--- config.mk ---
export PLATFORM = sky130hd
export DESIGN_NAME = two_wire_master_slave_bus_unit
export DESIGN_NICKNAME = d
export VERILOG_FILES = /design/src/two_wire_pkg.sv /design/src/two_wire_master_slave_bus_unit.sv /design/src/byte_fifo.sv
export VERILOG_INCLUDE_DIRS = /design/src
export SDC_FILE = /design/constraint.sdc
export NUM_CORES = 1
export LEC_CHECK = 0
export ABC_AREA = 0
export ABC_CLOCK_PERIOD_IN_PS = 6500
export BUFFER_PORTS_ARGS = -buffer_cell sky130_fd_sc_hd__buf_2
export CORE_MARGIN = 1.5
export CORE_UTILIZATION = 50
export DETAILED_ROUTE_END_ITERATION = 12
export HOLD_SLACK_MARGIN = 0.02
export PLACE_DENSITY = 0.7
export SYNTH_ARGS = -nofsm -noshare
export SYNTH_HDL_FRONTEND = slang
export SYNTH_SLANG_ARGS = --single-unit
--- constraint.sdc ---
create_clock -name clk -period 6.5 [get_ports clk]
set_clock_uncertainty 0.1 [all_clocks]
set_input_delay 0.975 -clock clk [delete_from_list [all_inputs] [get_ports clk]]
set_output_delay 0.975 -clock clk [all_outputs]
set_load 0.03 [all_outputs]
--- src/two_wire_params.svh ---
// Timing figures and field constants for the two-wire bus unit
`ifndef TWO_WIRE_PARAMS_SVH
`define TWO_WIRE_PARAMS_SVH

// ==========================================================
// System clock
`define TW_SYS_CLK_PERIOD_NS 20
`define TW_SYS_CLK_KHZ       (1000000 / `TW_SYS_CLK_PERIOD_NS)

// ==========================================================
// Clock line phase lengths, in timer units
`define TW_LOW_PHASE_UNITS   3'h6
`define TW_HIGH_PHASE_UNITS  3'h4
`define TW_PHASE_SUM         (6 + 4)

// ==========================================================
// Bus rates and the period settings that reach them
`define TW_STD_RATE_KBPS     100
`define TW_FAST_RATE_KBPS    400
// Smallest setting whose rate does not exceed the given one
`define TW_TPR_FOR(kbps) \
	((`TW_SYS_CLK_KHZ + 2 * `TW_PHASE_SUM * (kbps) - 1) / (2 * `TW_PHASE_SUM * (kbps)) - 1)

// ==========================================================
// Byte framing
`define TW_DATA_BITS         4'h8
`define TW_ADDR_BITS         7

// ==========================================================
// Receive buffer defaults
`define TW_FIFO_DEPTH        4
`define TW_FIFO_WIDTH        9

`endif

--- src/two_wire_pkg.sv ---
// Types shared by the two-wire bus unit
package two_wire_pkg;

	// ==========================================================
	// Master sequencer states
	typedef enum logic [3:0] {
		M_IDLE, M_HOLD, M_START, M_LOW, M_RISE, M_HIGH,
		M_RS_LOW, M_RS_RISE, M_RS_HIGH,
		M_STOP_LOW, M_STOP_RISE, M_STOP_HIGH, M_STOP_FREE
	} master_state_t;

	// ==========================================================
	// Slave sequencer states
	typedef enum logic [2:0] {
		S_IDLE, S_ADDR, S_ACK, S_RX, S_TX_WAIT, S_TX, S_TX_ACK
	} slave_state_t;

endpackage : two_wire_pkg

--- src/two_wire_master_slave_bus_unit.sv ---
// Two-wire bus unit: independent master and slave on shared open-drain pins
`timescale 1ns/100ps
`default_nettype none
`include "two_wire_params.svh"

// Functional notes
// - Bus idle only while data and clock lines are both high.
// - Each byte is eight data bits plus one acknowledge bit.
// - Data bits are shifted most significant bit first.
// - A receiver may hold clock low; the transmitter waits for release.
// - Start is data falling with clock high; stop is data rising with clock high.
// - Bus is busy from a seen start until the next seen stop.
// - First byte after start is 7-bit address plus direction bit (1 = read).
// - Master ends with stop, or issues repeated start to address again.
// - Data line changes only while clock is low.
// - Master clocks a ninth acknowledge bit; transmitter releases, receiver pulls low.
// - Unmatched slave leaves data high; master then issues stop.
// - Master receiver acknowledges all bytes but the last; slave then releases.
// - Master starts a transfer only while the bus is idle.
// - Master losing arbitration releases the bus until it is idle again.
// - Arbitration covers address bits and continues through data bits.
// - Clock low lasts 6 units, high 4; unit is 2*(1+period) clocks.
// - Period setting reaches both 100 and 400 kbit/s rates.
// - Master and slave run independently and at once on the same pins.
// - Master signals completion of each operation and of an error abort.
// - Slave signals received data and data requested by a master.
// - Multimaster with clock synchronisation; 7-bit addressing only.
// - Master flags error on missing acknowledge and on lost arbitration.
module two_wire_master_slave_bus_unit
	import two_wire_pkg::*;
#(
	parameter int TPR_WIDTH  = 8,
	parameter int FIFO_DEPTH = `TW_FIFO_DEPTH
) (
	// Clock and reset
	input  wire logic                 clk,
	input  wire logic                 rst,
	// Clock line pin
	input  wire logic                 serial_clock_pin_in,
	output logic                      serial_clock_pin_out,
	output logic                      serial_clock_pin_oe_n,
	// Data line pin
	input  wire logic                 serial_data_pin_in,
	output logic                      serial_data_pin_out,
	output logic                      serial_data_pin_oe_n,
	// Master setup
	input  wire logic [TPR_WIDTH-1:0] timer_period_value,
	input  wire logic [7:0]           master_target_address_reg,
	// Master command
	input  wire logic                 m_cmd_valid,
	output logic                      m_cmd_ready,
	input  wire logic                 m_cmd_start,
	input  wire logic                 m_cmd_stop,
	input  wire logic                 m_cmd_ack,
	input  wire logic [7:0]           m_tx_data,
	// Master result
	output logic                      m_done,
	output logic                      m_error,
	output logic                      m_nack,
	output logic                      m_arb_lost,
	output logic [7:0]                m_rx_data,
	output logic                      bus_busy,
	// Slave setup
	input  wire logic                 slave_enable,
	input  wire logic [6:0]           slave_own_address,
	// Slave transmit
	output logic                      s_tx_request,
	input  wire logic                 s_tx_valid,
	output logic                      s_tx_taken,
	input  wire logic [7:0]           s_tx_data,
	// Slave receive stream
	output logic                      s_rx_event,
	output logic                      s_rx_valid,
	input  wire logic                 s_rx_ready,
	output logic [7:0]                s_rx_data,
	output logic                      s_rx_first
);

	// ==========================================================
	// Parameter check
	if (TPR_WIDTH < 5 || TPR_WIDTH > 16) begin : g_bad_param
		$error("two_wire unit: TPR_WIDTH must lie in 5..16 to reach the standard rate");
	end

	// ==========================================================
	// Pin synchronisers and line events
	logic scl_meta_q, scl_s_q, scl_d1_q;
	logic sda_meta_q, sda_s_q, sda_d1_q;
	logic busy_q;

	// Two flops before anything looks at a pin
	always_ff @(posedge clk or posedge rst) begin
		if (rst) begin
			scl_meta_q <= 1'b1;
			scl_s_q    <= 1'b1;
			scl_d1_q   <= 1'b1;
			sda_meta_q <= 1'b1;
			sda_s_q    <= 1'b1;
			sda_d1_q   <= 1'b1;
		end else begin
			scl_meta_q <= serial_clock_pin_in;
			scl_s_q    <= scl_meta_q;
			scl_d1_q   <= scl_s_q;
			sda_meta_q <= serial_data_pin_in;
			sda_s_q    <= sda_meta_q;
			sda_d1_q   <= sda_s_q;
		end
	end

	// Start/stop detection and edges of the clock line
	wire start_det = scl_s_q && scl_d1_q && sda_d1_q && !sda_s_q;
	wire stop_det  = scl_s_q && scl_d1_q && !sda_d1_q && sda_s_q;
	wire scl_rise  = scl_s_q && !scl_d1_q;
	wire scl_fall  = !scl_s_q && scl_d1_q;
	wire bus_idle  = !busy_q && scl_s_q && sda_s_q;

	// Busy from start until stop, seen from any master
	always_ff @(posedge clk or posedge rst) begin
		if (rst) begin
			busy_q <= 1'b0;
		end else if (start_det) begin
			busy_q <= 1'b1;
		end else if (stop_det) begin
			busy_q <= 1'b0;
		end
	end

	// ==========================================================
	// Master timer: one unit is 2*(1+period) system clocks
	master_state_t        m_state_q, m_state_d;
	logic [TPR_WIDTH:0]   pre_q;
	logic [2:0]           unit_q;
	wire                  tick     = pre_q == {timer_period_value, 1'b1};
	wire                  m_lowish = m_state_q inside {M_LOW, M_RS_LOW, M_STOP_LOW};
	wire  [2:0]           target   = m_lowish ? `TW_LOW_PHASE_UNITS : `TW_HIGH_PHASE_UNITS;
	wire                  phase_end = tick && (unit_q == target - 3'h1);
	wire                  first_unit = m_lowish && tick && (unit_q == 3'h0);

	// Restarted on every state change so each phase is timed whole
	always_ff @(posedge clk or posedge rst) begin
		if (rst) begin
			pre_q  <= '0;
			unit_q <= 3'h0;
		end else if (m_state_d != m_state_q || tick) begin
			pre_q  <= '0;
			unit_q <= (m_state_d != m_state_q) ? 3'h0 : unit_q + 3'h1;
		end else begin
			pre_q  <= pre_q + 1'b1;
		end
	end

	// ==========================================================
	// Master sequencer
	logic [3:0] bit_q, bit_d;
	logic [7:0] sh_q, sh_d, data_q, data_d;
	logic       addr_ph_q, addr_ph_d, rd_q, rd_d, ack_q, ack_d, stop_q, stop_d;
	logic       m_sda_low_q, m_sda_low_d;
	logic       done_d, err_d, nack_d, arb_d, ready_d;
	logic [7:0] rx_d;

	wire accept   = m_cmd_valid && m_cmd_ready &&
	                ((m_state_q == M_HOLD) || (m_state_q == M_IDLE && bus_idle));
	wire data_rd  = rd_q && !addr_ph_q;
	// Bit placed on the line: shifted data, released for read data bits and for address and write ack slots, driven from ack in read data ack slots
	wire out_bit  = (bit_q == `TW_DATA_BITS) ? (data_rd ? !ack_q : 1'b1)
	                                         : (data_rd ? 1'b1 : sh_q[7]);
	wire m_scl_low_d = m_state_d inside {M_HOLD, M_LOW, M_RS_LOW, M_STOP_LOW};

	always_comb begin
		m_state_d   = m_state_q;
		bit_d       = bit_q;
		sh_d        = sh_q;
		data_d      = data_q;
		addr_ph_d   = addr_ph_q;
		rd_d        = rd_q;
		ack_d       = ack_q;
		stop_d      = stop_q;
		m_sda_low_d = m_sda_low_q;
		done_d      = 1'b0;
		err_d       = m_error;
		nack_d      = m_nack;
		arb_d       = m_arb_lost;
		rx_d        = m_rx_data;
		// Data moves one unit into the low phase, never with clock high
		if (first_unit) begin
			m_sda_low_d = (m_state_q == M_LOW) ? !out_bit : (m_state_q == M_STOP_LOW);
		end
		case (m_state_q)
			M_IDLE, M_HOLD: begin
				if (accept) begin
					data_d    = m_tx_data;
					ack_d     = m_cmd_ack;
					stop_d    = m_cmd_stop;
					err_d     = 1'b0;
					nack_d    = 1'b0;
					arb_d     = 1'b0;
					bit_d     = 4'h0;
					if (m_state_q == M_IDLE || m_cmd_start) begin
						sh_d      = master_target_address_reg;
						rd_d      = master_target_address_reg[0];
						addr_ph_d = 1'b1;
						m_state_d = (m_state_q == M_IDLE) ? M_START : M_RS_LOW;
					end else begin
						sh_d      = m_tx_data;
						addr_ph_d = 1'b0;
						m_state_d = M_LOW;
					end
				end
			end
			M_START: begin
				m_sda_low_d = 1'b1;
				if (phase_end) m_state_d = M_LOW;
			end
			M_LOW:       if (phase_end) m_state_d = M_RISE;
			M_RISE:      if (scl_s_q) m_state_d = M_HIGH;
			M_HIGH: begin
				// Another master pulling clock low ends our high phase early
				if (phase_end || !scl_s_q) begin
					if (bit_q != `TW_DATA_BITS) begin
						if (!data_rd && out_bit && !sda_s_q) begin
							m_sda_low_d = 1'b0;
							arb_d       = 1'b1;
							err_d       = 1'b1;
							done_d      = 1'b1;
							m_state_d   = M_IDLE;
						end else begin
							sh_d      = {sh_q[6:0], sda_s_q};
							bit_d     = bit_q + 4'h1;
							m_state_d = M_LOW;
						end
					end else if (!data_rd && sda_s_q) begin
						nack_d    = 1'b1;
						err_d     = 1'b1;
						done_d    = 1'b1;
						m_state_d = M_STOP_LOW;
					end else if (addr_ph_q) begin
						addr_ph_d = 1'b0;
						bit_d     = 4'h0;
						sh_d      = data_q;
						m_state_d = M_LOW;
					end else begin
						if (data_rd) rx_d = sh_q;
						done_d    = 1'b1;
						m_state_d = stop_q ? M_STOP_LOW : M_HOLD;
					end
				end
			end
			M_RS_LOW:    if (phase_end) m_state_d = M_RS_RISE;
			M_RS_RISE:   if (scl_s_q) m_state_d = M_RS_HIGH;
			M_RS_HIGH:   if (phase_end) m_state_d = M_START;
			M_STOP_LOW:  if (phase_end) m_state_d = M_STOP_RISE;
			M_STOP_RISE: if (scl_s_q) m_state_d = M_STOP_HIGH;
			M_STOP_HIGH: begin
				if (phase_end) begin
					m_sda_low_d = 1'b0;
					m_state_d   = M_STOP_FREE;
				end
			end
			M_STOP_FREE: if (phase_end) m_state_d = M_IDLE;
			default:     m_state_d = M_IDLE;
		endcase
		// Ready only in a state that can take a command next cycle
		ready_d = !accept && ((m_state_d == M_HOLD) || (m_state_d == M_IDLE && bus_idle));
	end

	// Master state and result flops
	always_ff @(posedge clk or posedge rst) begin
		if (rst) begin
			m_state_q   <= M_IDLE;
			bit_q       <= 4'h0;
			sh_q        <= 8'h00;
			data_q      <= 8'h00;
			addr_ph_q   <= 1'b0;
			rd_q        <= 1'b0;
			ack_q       <= 1'b0;
			stop_q      <= 1'b0;
			m_sda_low_q <= 1'b0;
			m_cmd_ready <= 1'b0;
			m_done      <= 1'b0;
			m_error     <= 1'b0;
			m_nack      <= 1'b0;
			m_arb_lost  <= 1'b0;
			m_rx_data   <= 8'h00;
		end else begin
			m_state_q   <= m_state_d;
			bit_q       <= bit_d;
			sh_q        <= sh_d;
			data_q      <= data_d;
			addr_ph_q   <= addr_ph_d;
			rd_q        <= rd_d;
			ack_q       <= ack_d;
			stop_q      <= stop_d;
			m_sda_low_q <= m_sda_low_d;
			m_cmd_ready <= ready_d;
			m_done      <= done_d;
			m_error     <= err_d;
			m_nack      <= nack_d;
			m_arb_lost  <= arb_d;
			m_rx_data   <= rx_d;
		end
	end

	// ==========================================================
	// Slave sequencer, driven by clock line edges
	slave_state_t s_state_q, s_state_d;
	logic [7:0]   s_sh_q, s_sh_d;
	logic [3:0]   s_cnt_q, s_cnt_d;
	logic         s_rd_q, s_rd_d, s_first_q, s_first_d;
	logic         s_sda_low_q, s_sda_low_d, s_scl_low_q;
	logic         req_d, taken_d, fifo_in_ready, push;

	wire addr_hit = slave_enable && (s_sh_q[7:1] == slave_own_address);
	wire rx_full  = (s_state_q == S_RX) && (s_cnt_q == `TW_DATA_BITS) && (scl_fall || s_scl_low_q);
	// Clock stays low while waiting, and one cycle past so data settles first
	wire s_scl_low_d = (rx_full && !fifo_in_ready) || (s_state_q == S_TX_WAIT) ||
	                   (rx_full && fifo_in_ready);
	assign push = rx_full && fifo_in_ready;

	always_comb begin
		s_state_d   = s_state_q;
		s_sh_d      = s_sh_q;
		s_cnt_d     = s_cnt_q;
		s_rd_d      = s_rd_q;
		s_first_d   = s_first_q;
		s_sda_low_d = s_sda_low_q;
		req_d       = 1'b0;
		taken_d     = 1'b0;
		if (stop_det) begin
			s_state_d   = S_IDLE;
			s_sda_low_d = 1'b0;
		end else if (start_det) begin
			s_state_d   = S_ADDR;                                   // repeated start too
			s_cnt_d     = 4'h0;
			s_sda_low_d = 1'b0;
		end else begin
			case (s_state_q)
				S_IDLE: ;
				S_ADDR, S_RX: begin
					if (scl_rise && s_cnt_q != `TW_DATA_BITS) begin
						s_sh_d  = {s_sh_q[6:0], sda_s_q};
						s_cnt_d = s_cnt_q + 4'h1;
					end else if (s_state_q == S_ADDR && scl_fall && s_cnt_q == `TW_DATA_BITS) begin
						if (addr_hit) begin
							s_rd_d      = s_sh_q[0];
							s_first_d   = 1'b1;
							s_sda_low_d = 1'b1;
							s_state_d   = S_ACK;
						end else begin
							s_state_d   = S_IDLE;
						end
					end else if (push) begin
						s_sda_low_d = 1'b1;
						s_state_d   = S_ACK;
					end
				end
				S_ACK: begin
					if (scl_fall) begin
						s_sda_low_d = 1'b0;
						s_cnt_d     = 4'h0;
						s_state_d   = s_rd_q ? S_TX_WAIT : S_RX;
						req_d       = s_rd_q;
					end
				end
				S_TX_WAIT: begin
					if (s_tx_valid) begin
						s_sh_d      = s_tx_data;
						s_sda_low_d = !s_tx_data[7];
						s_cnt_d     = 4'h1;
						taken_d     = 1'b1;
						s_state_d   = S_TX;
					end
				end
				S_TX: begin
					if (scl_fall) begin
						s_sh_d      = {s_sh_q[6:0], 1'b0};
						s_sda_low_d = (s_cnt_q != `TW_DATA_BITS) && !s_sh_q[6];
						s_cnt_d     = s_cnt_q + 4'h1;
						if (s_cnt_q == `TW_DATA_BITS) s_state_d = S_TX_ACK;
					end
				end
				S_TX_ACK: begin
					if (scl_rise) s_state_d = sda_s_q ? S_IDLE : S_ACK;
				end
				default: s_state_d = S_IDLE;
			endcase
		end
		if (push) s_first_d = 1'b0;
	end

	// Slave flops
	always_ff @(posedge clk or posedge rst) begin
		if (rst) begin
			s_state_q    <= S_IDLE;
			s_sh_q       <= 8'h00;
			s_cnt_q      <= 4'h0;
			s_rd_q       <= 1'b0;
			s_first_q    <= 1'b0;
			s_sda_low_q  <= 1'b0;
			s_scl_low_q  <= 1'b0;
			s_tx_request <= 1'b0;
			s_tx_taken   <= 1'b0;
			s_rx_event   <= 1'b0;
		end else begin
			s_state_q    <= s_state_d;
			s_sh_q       <= s_sh_d;
			s_cnt_q      <= s_cnt_d;
			s_rd_q       <= s_rd_d;
			s_first_q    <= s_first_d;
			s_sda_low_q  <= s_sda_low_d;
			s_scl_low_q  <= s_scl_low_d;
			s_tx_request <= req_d;
			s_tx_taken   <= taken_d;
			s_rx_event   <= push;
		end
	end

	// ==========================================================
	// Received bytes, tagged with a first-byte flag
	byte_fifo #(
		.WIDTH (`TW_FIFO_WIDTH),
		.DEPTH (FIFO_DEPTH)
	) u_rx_fifo (
		.clk       (clk),
		.rst       (rst),
		.in_valid  (rx_full),
		.in_ready  (fifo_in_ready),
		.in_data   ({s_first_q, s_sh_q}),
		.out_valid (s_rx_valid),
		.out_ready (s_rx_ready),
		.out_data  ({s_rx_first, s_rx_data})
	);

	// ==========================================================
	// Shared open-drain pins: either side may pull low
	always_ff @(posedge clk or posedge rst) begin
		if (rst) begin
			serial_clock_pin_out  <= 1'b0;
			serial_data_pin_out   <= 1'b0;
			serial_clock_pin_oe_n <= 1'b1;
			serial_data_pin_oe_n  <= 1'b1;
			bus_busy              <= 1'b0;
		end else begin
			serial_clock_pin_out  <= 1'b0;
			serial_data_pin_out   <= 1'b0;
			serial_clock_pin_oe_n <= !(m_scl_low_d || s_scl_low_d);
			serial_data_pin_oe_n  <= !(m_sda_low_d || s_sda_low_d);
			bus_busy              <= start_det || (busy_q && !stop_det);
		end
	end

endmodule : two_wire_master_slave_bus_unit

`default_nettype wire

--- src/byte_fifo.sv ---
// Shift-register FIFO with registered head and valid flags
`timescale 1ns/100ps
`default_nettype none

module byte_fifo #(
	parameter int WIDTH = 9,
	parameter int DEPTH = 4
) (
	// Clock and reset
	input  wire logic             clk,
	input  wire logic             rst,
	// Fill side
	input  wire logic             in_valid,
	output logic                  in_ready,
	input  wire logic [WIDTH-1:0] in_data,
	// Drain side
	output logic                  out_valid,
	input  wire logic             out_ready,
	output logic [WIDTH-1:0]      out_data
);

	// ==========================================================
	// Parameter check
	if (DEPTH < 2 || WIDTH < 1) begin : g_bad_param
		$error("byte_fifo: DEPTH must be at least 2 and WIDTH at least 1");
	end

	// ==========================================================
	// Storage
	logic [DEPTH:0]   valid_q;
	logic [WIDTH-1:0] data_q [DEPTH+1];
	logic [DEPTH:0]   vshift;
	logic             push;
	logic             pop;

	// Head entry is a flop, so the drain side sees registered outputs
	assign out_valid = valid_q[0];
	assign out_data  = data_q[0];
	assign in_ready  = !valid_q[DEPTH-1];
	assign push      = in_valid && in_ready;
	assign pop       = valid_q[0] && out_ready;
	assign vshift[DEPTH] = 1'b0;

	// Top spare slot never fills; it only feeds the shift
	always_ff @(posedge clk or posedge rst) begin
		if (rst) begin
			valid_q[DEPTH] <= 1'b0;
			data_q[DEPTH]  <= '0;
		end else begin
			valid_q[DEPTH] <= 1'b0;
			data_q[DEPTH]  <= '0;
		end
	end

	// Per entry: shift down on pop, load new word at first free slot
	for (genvar i = 0; i < DEPTH; i++) begin : g_entry
		logic load;
		assign vshift[i] = pop ? valid_q[i+1] : valid_q[i];
		if (i == 0) begin : g_first
			assign load = push && !vshift[0];
		end else begin : g_rest
			assign load = push && !vshift[i] && vshift[i-1];
		end
		always_ff @(posedge clk or posedge rst) begin
			if (rst) begin
				valid_q[i] <= 1'b0;
				data_q[i]  <= '0;
			end else begin
				valid_q[i] <= vshift[i] || load;
				data_q[i]  <= load ? in_data : (pop ? data_q[i+1] : data_q[i]);
			end
		end
	end

endmodule : byte_fifo

`default_nettype wire

Yosys cells after proc, flatten, opt, wreduce, memory -nomap -nowiden
Index checks and enable logic that the tools add are counted.
W data, S select, Z words.
Operators by class
  eq/ne operators: 60
  add/subtract/negate cells: 5
  multiplexer cells: 135
  bitwise operators: 6
  reductions and logical operators: 106
Operators by type and width (count)
  $mux W4: 27
  $mux W9: 9
  $mux W8: 10
  $mux W1: 59
  $pmux W4 S12: 1
  $mux W3: 14
  $logic_and A1 B1 Y1: 39
  $reduce_and A6 Y1: 6
  $eq A4 B4 Y1 const B: 8
  $ne A4 B4 Y1 const B: 8
  $ne A3 B3 Y1 const B: 10
  $pmux W8 S3: 1
  $ne A2 B2 Y1 const B: 11
  $eq A4 B3 Y1 const B: 5
  $logic_not A1 Y1: 20
  $reduce_and A5 Y1: 4
  $pmux W3 S6: 1
  $reduce_bool A2 Y1: 9
  $pmux W4 S4: 1
  $pmux W8 S2: 1
  $logic_or A1 B1 Y1: 15
  $eq A4 B2 Y1 const B: 3
  $add A9 B1 Y9 const B: 1
  $eq A3 B3 Y1 const B: 3
  other kinds (27): 46
Word-level totals
  register bits after elaboration: 126
  output and inout port bits: 31
  bits of input ports: 50

Logic depth before layout (Yosys ltp)
Gate-level depths: netlist of run 1.
  word-level depth: 14
  mapped depth: 11

Modules after synthesis
A second synthesis of run 1 with hierarchy kept.
Unflattened totals
  cells, all modules: 722
  area, all modules: 7021.7 sq um
Modules (own cells, without submodules)
  two_wire_master_slave_bus_unit: area each 5084.9 sq um, times used 1, seq. area each 2162.1 sq um, cells an instance 541
  byte_fifo: area each 1936.9 sq um, times used 1, seq. area each 1001.0 sq um, cells an instance 181

Least setup slack after synthesis of run 1
Ideal clock, no wire load.
  path type: in2reg
  start: input port timer_period_value[6]
  end: register bit_q[0]
  data required time: 6.272 ns
  library setup time: 0.128 ns
  slack: 3.443 ns
  stages: 7
  arrival time: 2.829 ns
  cells stage by stage: xor2_1 nor4_2 nand4_1 o21ai_2 a21oi_1 a21oi_4 mux2_1
On the way
  cells in the longest elaborated chain, start to end: 5
RTL lines
  start, declared: RTL line two_wire_master_slave_bus_unit.sv:47  | input wire logic [TPR_WIDTH-1:0] timer_period_value,
  $eq A9 B9 Y1: RTL line two_wire_master_slave_bus_unit.sv:133  | wire tick = pre_q == {timer_period_value, 1'b1};
  $logic_and A1 B1 Y1: RTL line two_wire_master_slave_bus_unit.sv:136  | wire phase_end = tick && (unit_q == target - 3'h1);
  $logic_or A1 B1 Y1: RTL line two_wire_master_slave_bus_unit.sv:218  | if (phase_end || !scl_s_q) begin
  $ne A2 B2 Y1 (no source line)
  $reduce_and A6 Y1 (no source line)
  end signal, assigned: RTL line two_wire_master_slave_bus_unit.sv:286  | bit_q <= bit_d;
  end, declared: RTL line two_wire_master_slave_bus_unit.sv:154  | logic [3:0] bit_q, bit_d;
Every way passes these cells.
A chain may end at the register's enable or synchronous reset.

Worst setup path in the final report of run 1
  start: input port timer_period_value[6]
  end: register m_rx_data[1]
On the way
  cells in the longest elaborated chain, start to end: 4
RTL lines
  $eq A9 B9 Y1: RTL line two_wire_master_slave_bus_unit.sv:133
  $logic_and A1 B1 Y1: RTL line two_wire_master_slave_bus_unit.sv:136
  $logic_or A1 B1 Y1: RTL line two_wire_master_slave_bus_unit.sv:218
  $reduce_and A6 Y1 (no source line)
  end signal, assigned: RTL line two_wire_master_slave_bus_unit.sv:299  | m_rx_data <= rx_d;
  end, declared: RTL line two_wire_master_slave_bus_unit.sv:61  | output logic [7:0] m_rx_data,
Every way passes these cells.

==> flow_summary.ini, run 1 <==
[critical_path]
crit-reg2reg-launch = m_state_q[3]$_DFF_PP0_
worstRegToRegCells = 8
critical_path_arrival_ns = 3.62
timing.critical_path.slowest_cell_delay_ns = 0.63
cp-end-kind = flip-flop
critical_path.startpoint_type = input pin
cp_num_buf_inv = 1
critical_path.reg2reg.endpoint = m_rx_data[1]$_DFFE_PP0P_
critical-path-top-delay-family = simple AND/OR/NAND/NOR gates
stages_on_the_worst_setup_path = 8
worst_path_max_delay_cell = or3_1
setup.worst_path.start = timer_period_value[6]
cp-endpoint = m_rx_data[1]$_DFFE_PP0P_
worst_ep_required_time_ns = 6.70
start_to_end_type_of_the_worst_setup_path = input pin to flip-flop
timing.reg2reg.setup_slack_ns = 3.14
timing.critical_path.cells = buf_2, xor2_1, nor4_2, nand3_1, or3_1, a21oi_4, nand3_4, mux2_4
critical_path.max_fanout = 14

[sta]
rsz_0062_raised_after_global_routing = false
timing.fmax_mhz = 292.1
timing.max_slew.rel_slack_pct = 30.54
fin_tns_setup_ns = 0
setup_violations = 0
hold-worst-slack_ns = 0.2566
final-hold-violation-count = 0
max_transition_viols_final = 0
final_period_minus_worst_setup_slack_ns = 3.423
worst_pin_slew_ns = 1.038
finalCritPeriodShare_pct = 52.66

[global_route]
global_route.usage.total_pct = 23.61
grt_antenna_before_repair = 0
gr-total-overflow = 0
grt_pass1_vias = 5527
grt_start_max_net_pins = 65
grt_pass1_wl_mm = 27.16

[floorplanning]
floorplan.initialDensity_pct = 51.80
io_pins = 81
dieHeight_um = 120.6
rows = 42
coreArea_um2 = 13350
floorplan.die_area_um2 = 14540
chipWidth_um = 120.6

[run]
max_cap_viol_count = 0

[clocking]
post_cts_hold_buffer_count = 0
ctsHtreeMaxLevel = 4
clock_sink_count = 126
clk-insertion-delay-late_ns = 0.42
clk_root_buffer_cell = clkbuf_16
post_cts.resized_instances = 0
cts.path.max_buffers = 2
cts-buffers-inserted = 17
post_cts.repair.setup_buffers = 0
clkSlewWorstSetupHoldPaths_ns = 0.05
clock_tree_from_tritoncts = done

[power_and_ir_drop]
p_leak_uw = 0.003911
power.ir.vdd_worst_mv = 0.1715
power_density_nw_per_um2 = 324.1

[logic_synthesis]
synth_cell_type_count = 70
synth-edff-count = 0
synth_flop_cell = dfrtp_1
synth-seq-area-share_pct = 45.75
syn_area_per_cell_um2 = 9.243
yosysWarnings = 0
post_synth_instance_area_um2 = 6914
async_reset_ff_share_pct = 100.0
synth_cells = 748
yosys_register_bits = 126

[routing]
number_of_remaining_drc_errors = 0
drt_wl_total_mm = 16.14
detail_route.iter0.violations = 414
post_drt_via_cell_ratio = 5.726
detailedRoute.firstPassIterationCount = 5
routed-via-count = 5634
antenna_violating_nets_post_route = 0
avgRoutedWirePerCell_um = 16.40

[final_layout]
seq_area_um2 = 3163
fin_nets = 852
leading_cell_types_in_the_layout_fill_and_taps_excluded = nand2_1, dfrtp_1, buf_2
antennaDiodeCount = 0
multi_input_area_um2 = 3440
layout.cells.most_common = nand2_1
synthToLayoutAreaGrowth_pct = 15.22
final_layout_size_suffix_gt1_share_pct = 17.95
num-fill-cells = 1175
layout.cells.non_filler = 984

[placement]
dp.cells = 952
place_congestion = 0.8903
port_buffers = 78
place.detailed.hpwl_mm = 11.10

[hold_path]
hold_path.class = flip-flop to flip-flop

[status]
status = completed
[worst min path at each step]
stage | startpoint | to | slack, ns | cells after the start
detailed placement | sda_meta_q$_DFF_PP1_ | sda_s_q$_DFF_PP1_ | 0.25 | 0
CTS | sda_meta_q$_DFF_PP1_ | sda_s_q$_DFF_PP1_ | 0.26 | 0
floorplan | scl_meta_q$_DFF_PP1_ | scl_s_q$_DFF_PP1_ | 0.25 | 0
finish | sda_meta_q$_DFF_PP1_ | sda_s_q$_DFF_PP1_ | 0.26 | 0
global placement | sda_meta_q$_DFF_PP1_ | sda_s_q$_DFF_PP1_ | 0.25 | 0
global route | sda_meta_q$_DFF_PP1_ | sda_s_q$_DFF_PP1_ | 0.26 | 0
[power by group]
part	total [µW]	switching (µW)	internal (µW)	leakage [µW]
registers	1030	142	890	0.00163
logic	513	300	213	0.00198
clock network	1040	338	699	0.000303
total	2580	780	1800	0.00391
[state kept, by name (all words and copies together), names as in the netlist, 4 cells and up]
name	count
bit_q	4
data_q	8
m_rx_data	8
m_state_q	4
pre_q	9
s_cnt_q	4
s_sh_q	8
sh_q	8
u_rx_fifo.data_q	27
u_rx_fifo.out_data	9
[layout make-up]
type,count,area share [%]
tap,176,2.764
clock inverter,10,2.324
multi-input combinational,550,43.18
sequential,126,39.70
clock buffer,22,5.827
timing repair buffer,83,5.371
inverter,17,0.8324
[synthesized netlist by cell type, drive strengths merged, types with 2 or more instances]
cell    instances  area, µm²
nand2         126      473.0
dfrtp         118       2953
nor2           69      259.0
mux2i          46      460.4
o21ai          45      229.0
a21oi          41      227.7
clkbuf         31      116.4
buf            25      143.9
nand3          22      122.6
mux2           21      266.5
inv            17      63.81
xnor2          17      148.9
and3           13      81.33
nand2b         11      68.82
nand4          10      62.56
xor2            9      78.83
dfstp           8      210.2
nor4            8      62.56
ha              7      87.58
o211ai          7      52.55
a31oi           6      37.54
nand3b          6      45.04
nor2b           6      37.54
nor3            6      30.03
o22ai           6      37.54
o311ai          6      60.07
o21a            5      37.54
a211oi          4      30.03
a211o           3      26.28
a22o            3      26.28
a22oi           3      22.52
and3b           3      26.28
nor3b           3      22.52
o31ai           3      22.52
o32ai           3      26.28
or3b            3      26.28
a221o           2      20.02
a221oi          2      17.52
a41oi           2      17.52
and2            2      12.51
o21bai          2      15.01
o221a           2      22.52
or2             2      12.52
or3             2      12.51
[per-layer routing]
metal  part of all wire (%)  track usage (%)  vias to the layer above
met3                    4.9            5.991                       20
met2                     49            37.78                      162
met1                     45            31.81                     2744
li1                       -                -                     2708
met4                    1.1            6.985                        0
met5                      0                0                        -
[cell families (layout without fill, tap and decap cells)]
kind of cell / Yosys count / after routing / share of synthesized area (%)
buffers and inverters: 73 / 132 / 4.687
muxes: 67 / 67 / 10.51
DFF: 126 / 126 / 45.75
adders and majority gates: 7 / 7 / 1.267
other: 1 / 2 / 0.05424
xor gates and xnor gates: 26 / 26 / 3.294
AOI/OAI and AO/OA: 153 / 153 / 14.46
and+or+nand+nor: 295 / 295 / 19.98
[per-stage QoR]
| stage | instance area [µm²] | utilization (%) | setup slack [ns] | total power [µW] |
|---|---|---|---|---|
| CTS | 7966 | 59.68 | 3.119 | 2598 |
| global placement | 7317 | 54.82 | 2.775 | 1533 |
| detailed placement | 7317 | 54.82 | 2.698 | 1554 |
| global route | 7966 | 59.68 | 2.928 | 2717 |
| finish | 7966 | 59.68 | 3.077 | 2582 |
| floorplan | 6918 | - | 2.082 | 1448 |
[worst register-to-register path, stage by stage, from the launching register on]
cell	delay, ns
dfrtp_1	0.80
nand2b_1	0.36
nor4_1	0.31
a211oi_1	0.08
buf_4	0.22
or3_1	0.50
a21oi_4	0.27
nand3_4	0.22
mux2_4	0.39
(Power assumes the default switching activity.)
==> inputs of run 2 (changes only) <==
--- a/config.mk
+++ b/config.mk
@@ -7,7 +7,7 @@
 export NUM_CORES = 1
 export LEC_CHECK = 0
 export ABC_AREA = 0
-export ABC_CLOCK_PERIOD_IN_PS = 6500
+export ABC_CLOCK_PERIOD_IN_PS = 3200
 export BUFFER_PORTS_ARGS = -buffer_cell sky130_fd_sc_hd__buf_2
 export CORE_MARGIN = 1.5
 export CORE_UTILIZATION = 50
==> constraint.sdc (replaced) <==
create_clock -name clk -period 3.2 [get_ports clk]
set_clock_uncertainty 0.1 [all_clocks]
set_input_delay 0.48 -clock clk [delete_from_list [all_inputs] [get_ports clk]]
set_output_delay 0.48 -clock clk [all_outputs]
set_load 0.03 [all_outputs]
==> flow_summary.ini, run 2 (synthesis results as in run 1) <==
[final_layout]
final_layout_size_suffix_gt1_share_pct = 19.83
multi_input_area_um2 = 3440
fin_nets = 871
layout.cells.most_common = nand2_1
largest_register_ffs = 27
num-fill-cells = 1154
synthToLayoutAreaGrowth_pct = 16.63
antennaDiodeCount = 0
leading_cell_types_in_the_layout_fill_and_taps_excluded = nand2_1, dfrtp_1, buf_2
layout.cells.non_filler = 1003
largest-register = u_rx_fifo.data_q
seq_area_um2 = 3163

[power_and_ir_drop]
power.ir.vdd_worst_mv = 0.3597
power_density_nw_per_um2 = 630.6
p_leak_uw = 0.003975
power_uw = 5085

[floorplanning]
coreArea_um2 = 13350
rows = 42
floorplan.die_area_um2 = 14540
dieHeight_um = 120.6
io_pins = 81
floorplan.initialDensity_pct = 51.80
chipWidth_um = 120.6

[routing]
post_drt_via_cell_ratio = 5.663
wl_met2_mm = 7.867
antenna_violating_nets_post_route = 0
dr_wl_met3_um = 753
detail_route.iter0.violations = 483
topRoutingLayerUsed = met4
number_of_remaining_drc_errors = 0
met1_length_mm = 7.450
drt_wl_total_mm = 16.24
detailedRoute.firstPassIterationCount = 5
avgRoutedWirePerCell_um = 16.19
routed-via-count = 5680

[clocking]
clkSlewWorstSetupHoldPaths_ns = 0.06
post_cts.repair.setup_buffers = 0
clk-insertion-delay-late_ns = 0.42
post_cts_hold_buffer_count = 0
post_cts.resized_instances = 0
clock_tree_from_tritoncts = done
ctsHtreeMaxLevel = 4
cts.path.max_buffers = 2
clock_sink_count = 126
clk_root_buffer_cell = clkbuf_16
cts-buffers-inserted = 17

[sta]
final-hold-violation-count = 0
setup_violations = 0
finalCritPeriodShare_pct = 87.60
timing.max_slew.rel_slack_pct = 42.30
rsz_0062_raised_after_global_routing = false
hold-worst-slack_ns = 0.04552
timing.fmax_mhz = 356.7
final_period_minus_worst_setup_slack_ns = 2.803
max_transition_viols_final = 0
fin_ws_ns = 0.3967
fin_tns_setup_ns = 0
worst_pin_slew_ns = 0.8623

[placement]
place_congestion = 0.9273
port_buffers = 78
dp.cells = 971
place.detailed.hpwl_mm = 11.42
dp_slack_ns = 0.3580

[critical_path]
critical_path.max_fanout = 10
critical_path.startpoint_type = flip-flop
worst_path_max_delay_cell = or4b_1
worst_ep_required_time_ns = 3.39
start_to_end_type_of_the_worst_setup_path = flip-flop to flip-flop
cp-end-kind = flip-flop
critical_path_arrival_ns = 3.00
timing.critical_path.cells = or4b_1, o41ai_1, a211oi_1, buf_4, o21ai_2, a21oi_1, a21oi_4, mux2_1
timing.critical_path.slowest_cell_delay_ns = 0.53

[run]
max_cap_viol_count = 0

[global_route]
grt_antenna_before_repair = 0
grt_pass1_vias = 5570
grt_start_max_net_pins = 59
grt_pass1_wl_mm = 27.23
global_route.usage.total_pct = 23.73
gr-total-overflow = 0

[status]
status = completed

[hold_path]
hold_path.class = input pin to asynchronous set/reset pin
run 2: changes by cell type in the layout (fill, tap and decap cells not counted), sizes merged:
cell / before / now
buf: 83 / 102
bufinv: 5 / 2
inv: 17 / 20
run 2: area by class of cell:
type,instances,share of cell area [%]
inverter,17,0.8379
timing repair buffer,102,7.230
tap,176,2.731
clock buffer,22,5.756
sequential,126,39.22
clock inverter,10,1.567
multi-input combinational,550,42.65
run 2: metrics by stage:
stage,util [%],cell area (µm²)
global placement,55.99,7473
detailed placement,55.99,7473
finish,60.41,8064
CTS,60.41,8064
global route,60.41,8064
floorplan,-,6922
run 2: report_power, final:
part	switching, µW	leakage [µW]	internal [µW]
clock	723	0.000278	1200
sequential	255	0.00163	1810
combinational	649	0.00206	453
run 2: critical path: cells and delay by family (launching register included):
family,cells,cell delay [ns]
DFF,1,0.45
muxes,1,0.37
AOI/OAI and AO/OA,5,1.04
buffers and inverters,1,0.19
and+or+nand+nor,1,0.53
run 2: final timing paths:
path                                         from               endpoint  slack [ns]  depth (start not counted)
max                        m_state_q[3]$_DFF_PP0_    sh_q[6]$_DFFE_PP0P_        0.40                          8
min                                           rst  m_sda_low_q$_DFF_PP0_        0.05                          2
max reg2reg                m_state_q[3]$_DFF_PP0_    sh_q[6]$_DFFE_PP0P_        0.40                          8
min reg2reg                  sda_meta_q$_DFF_PP1_      sda_s_q$_DFF_PP1_        0.25                          0
max in group asynchronous                     rst  data_q[7]$_DFFE_PP0P_        2.21                          3
min in group clk              serial_clock_pin_in   scl_meta_q$_DFF_PP1_        0.06                          1
run 2: routing by layer:
| metal | up-vias | GRT usage, % |
|---|---|---|
| met5 | - | 0 |
| met4 | 0 | 7.279 |
| met3 | 11 | 5.896 |
| met2 | 162 | 38.03 |
| met1 | 2759 | 31.86 |
| li1 | 2748 | - |
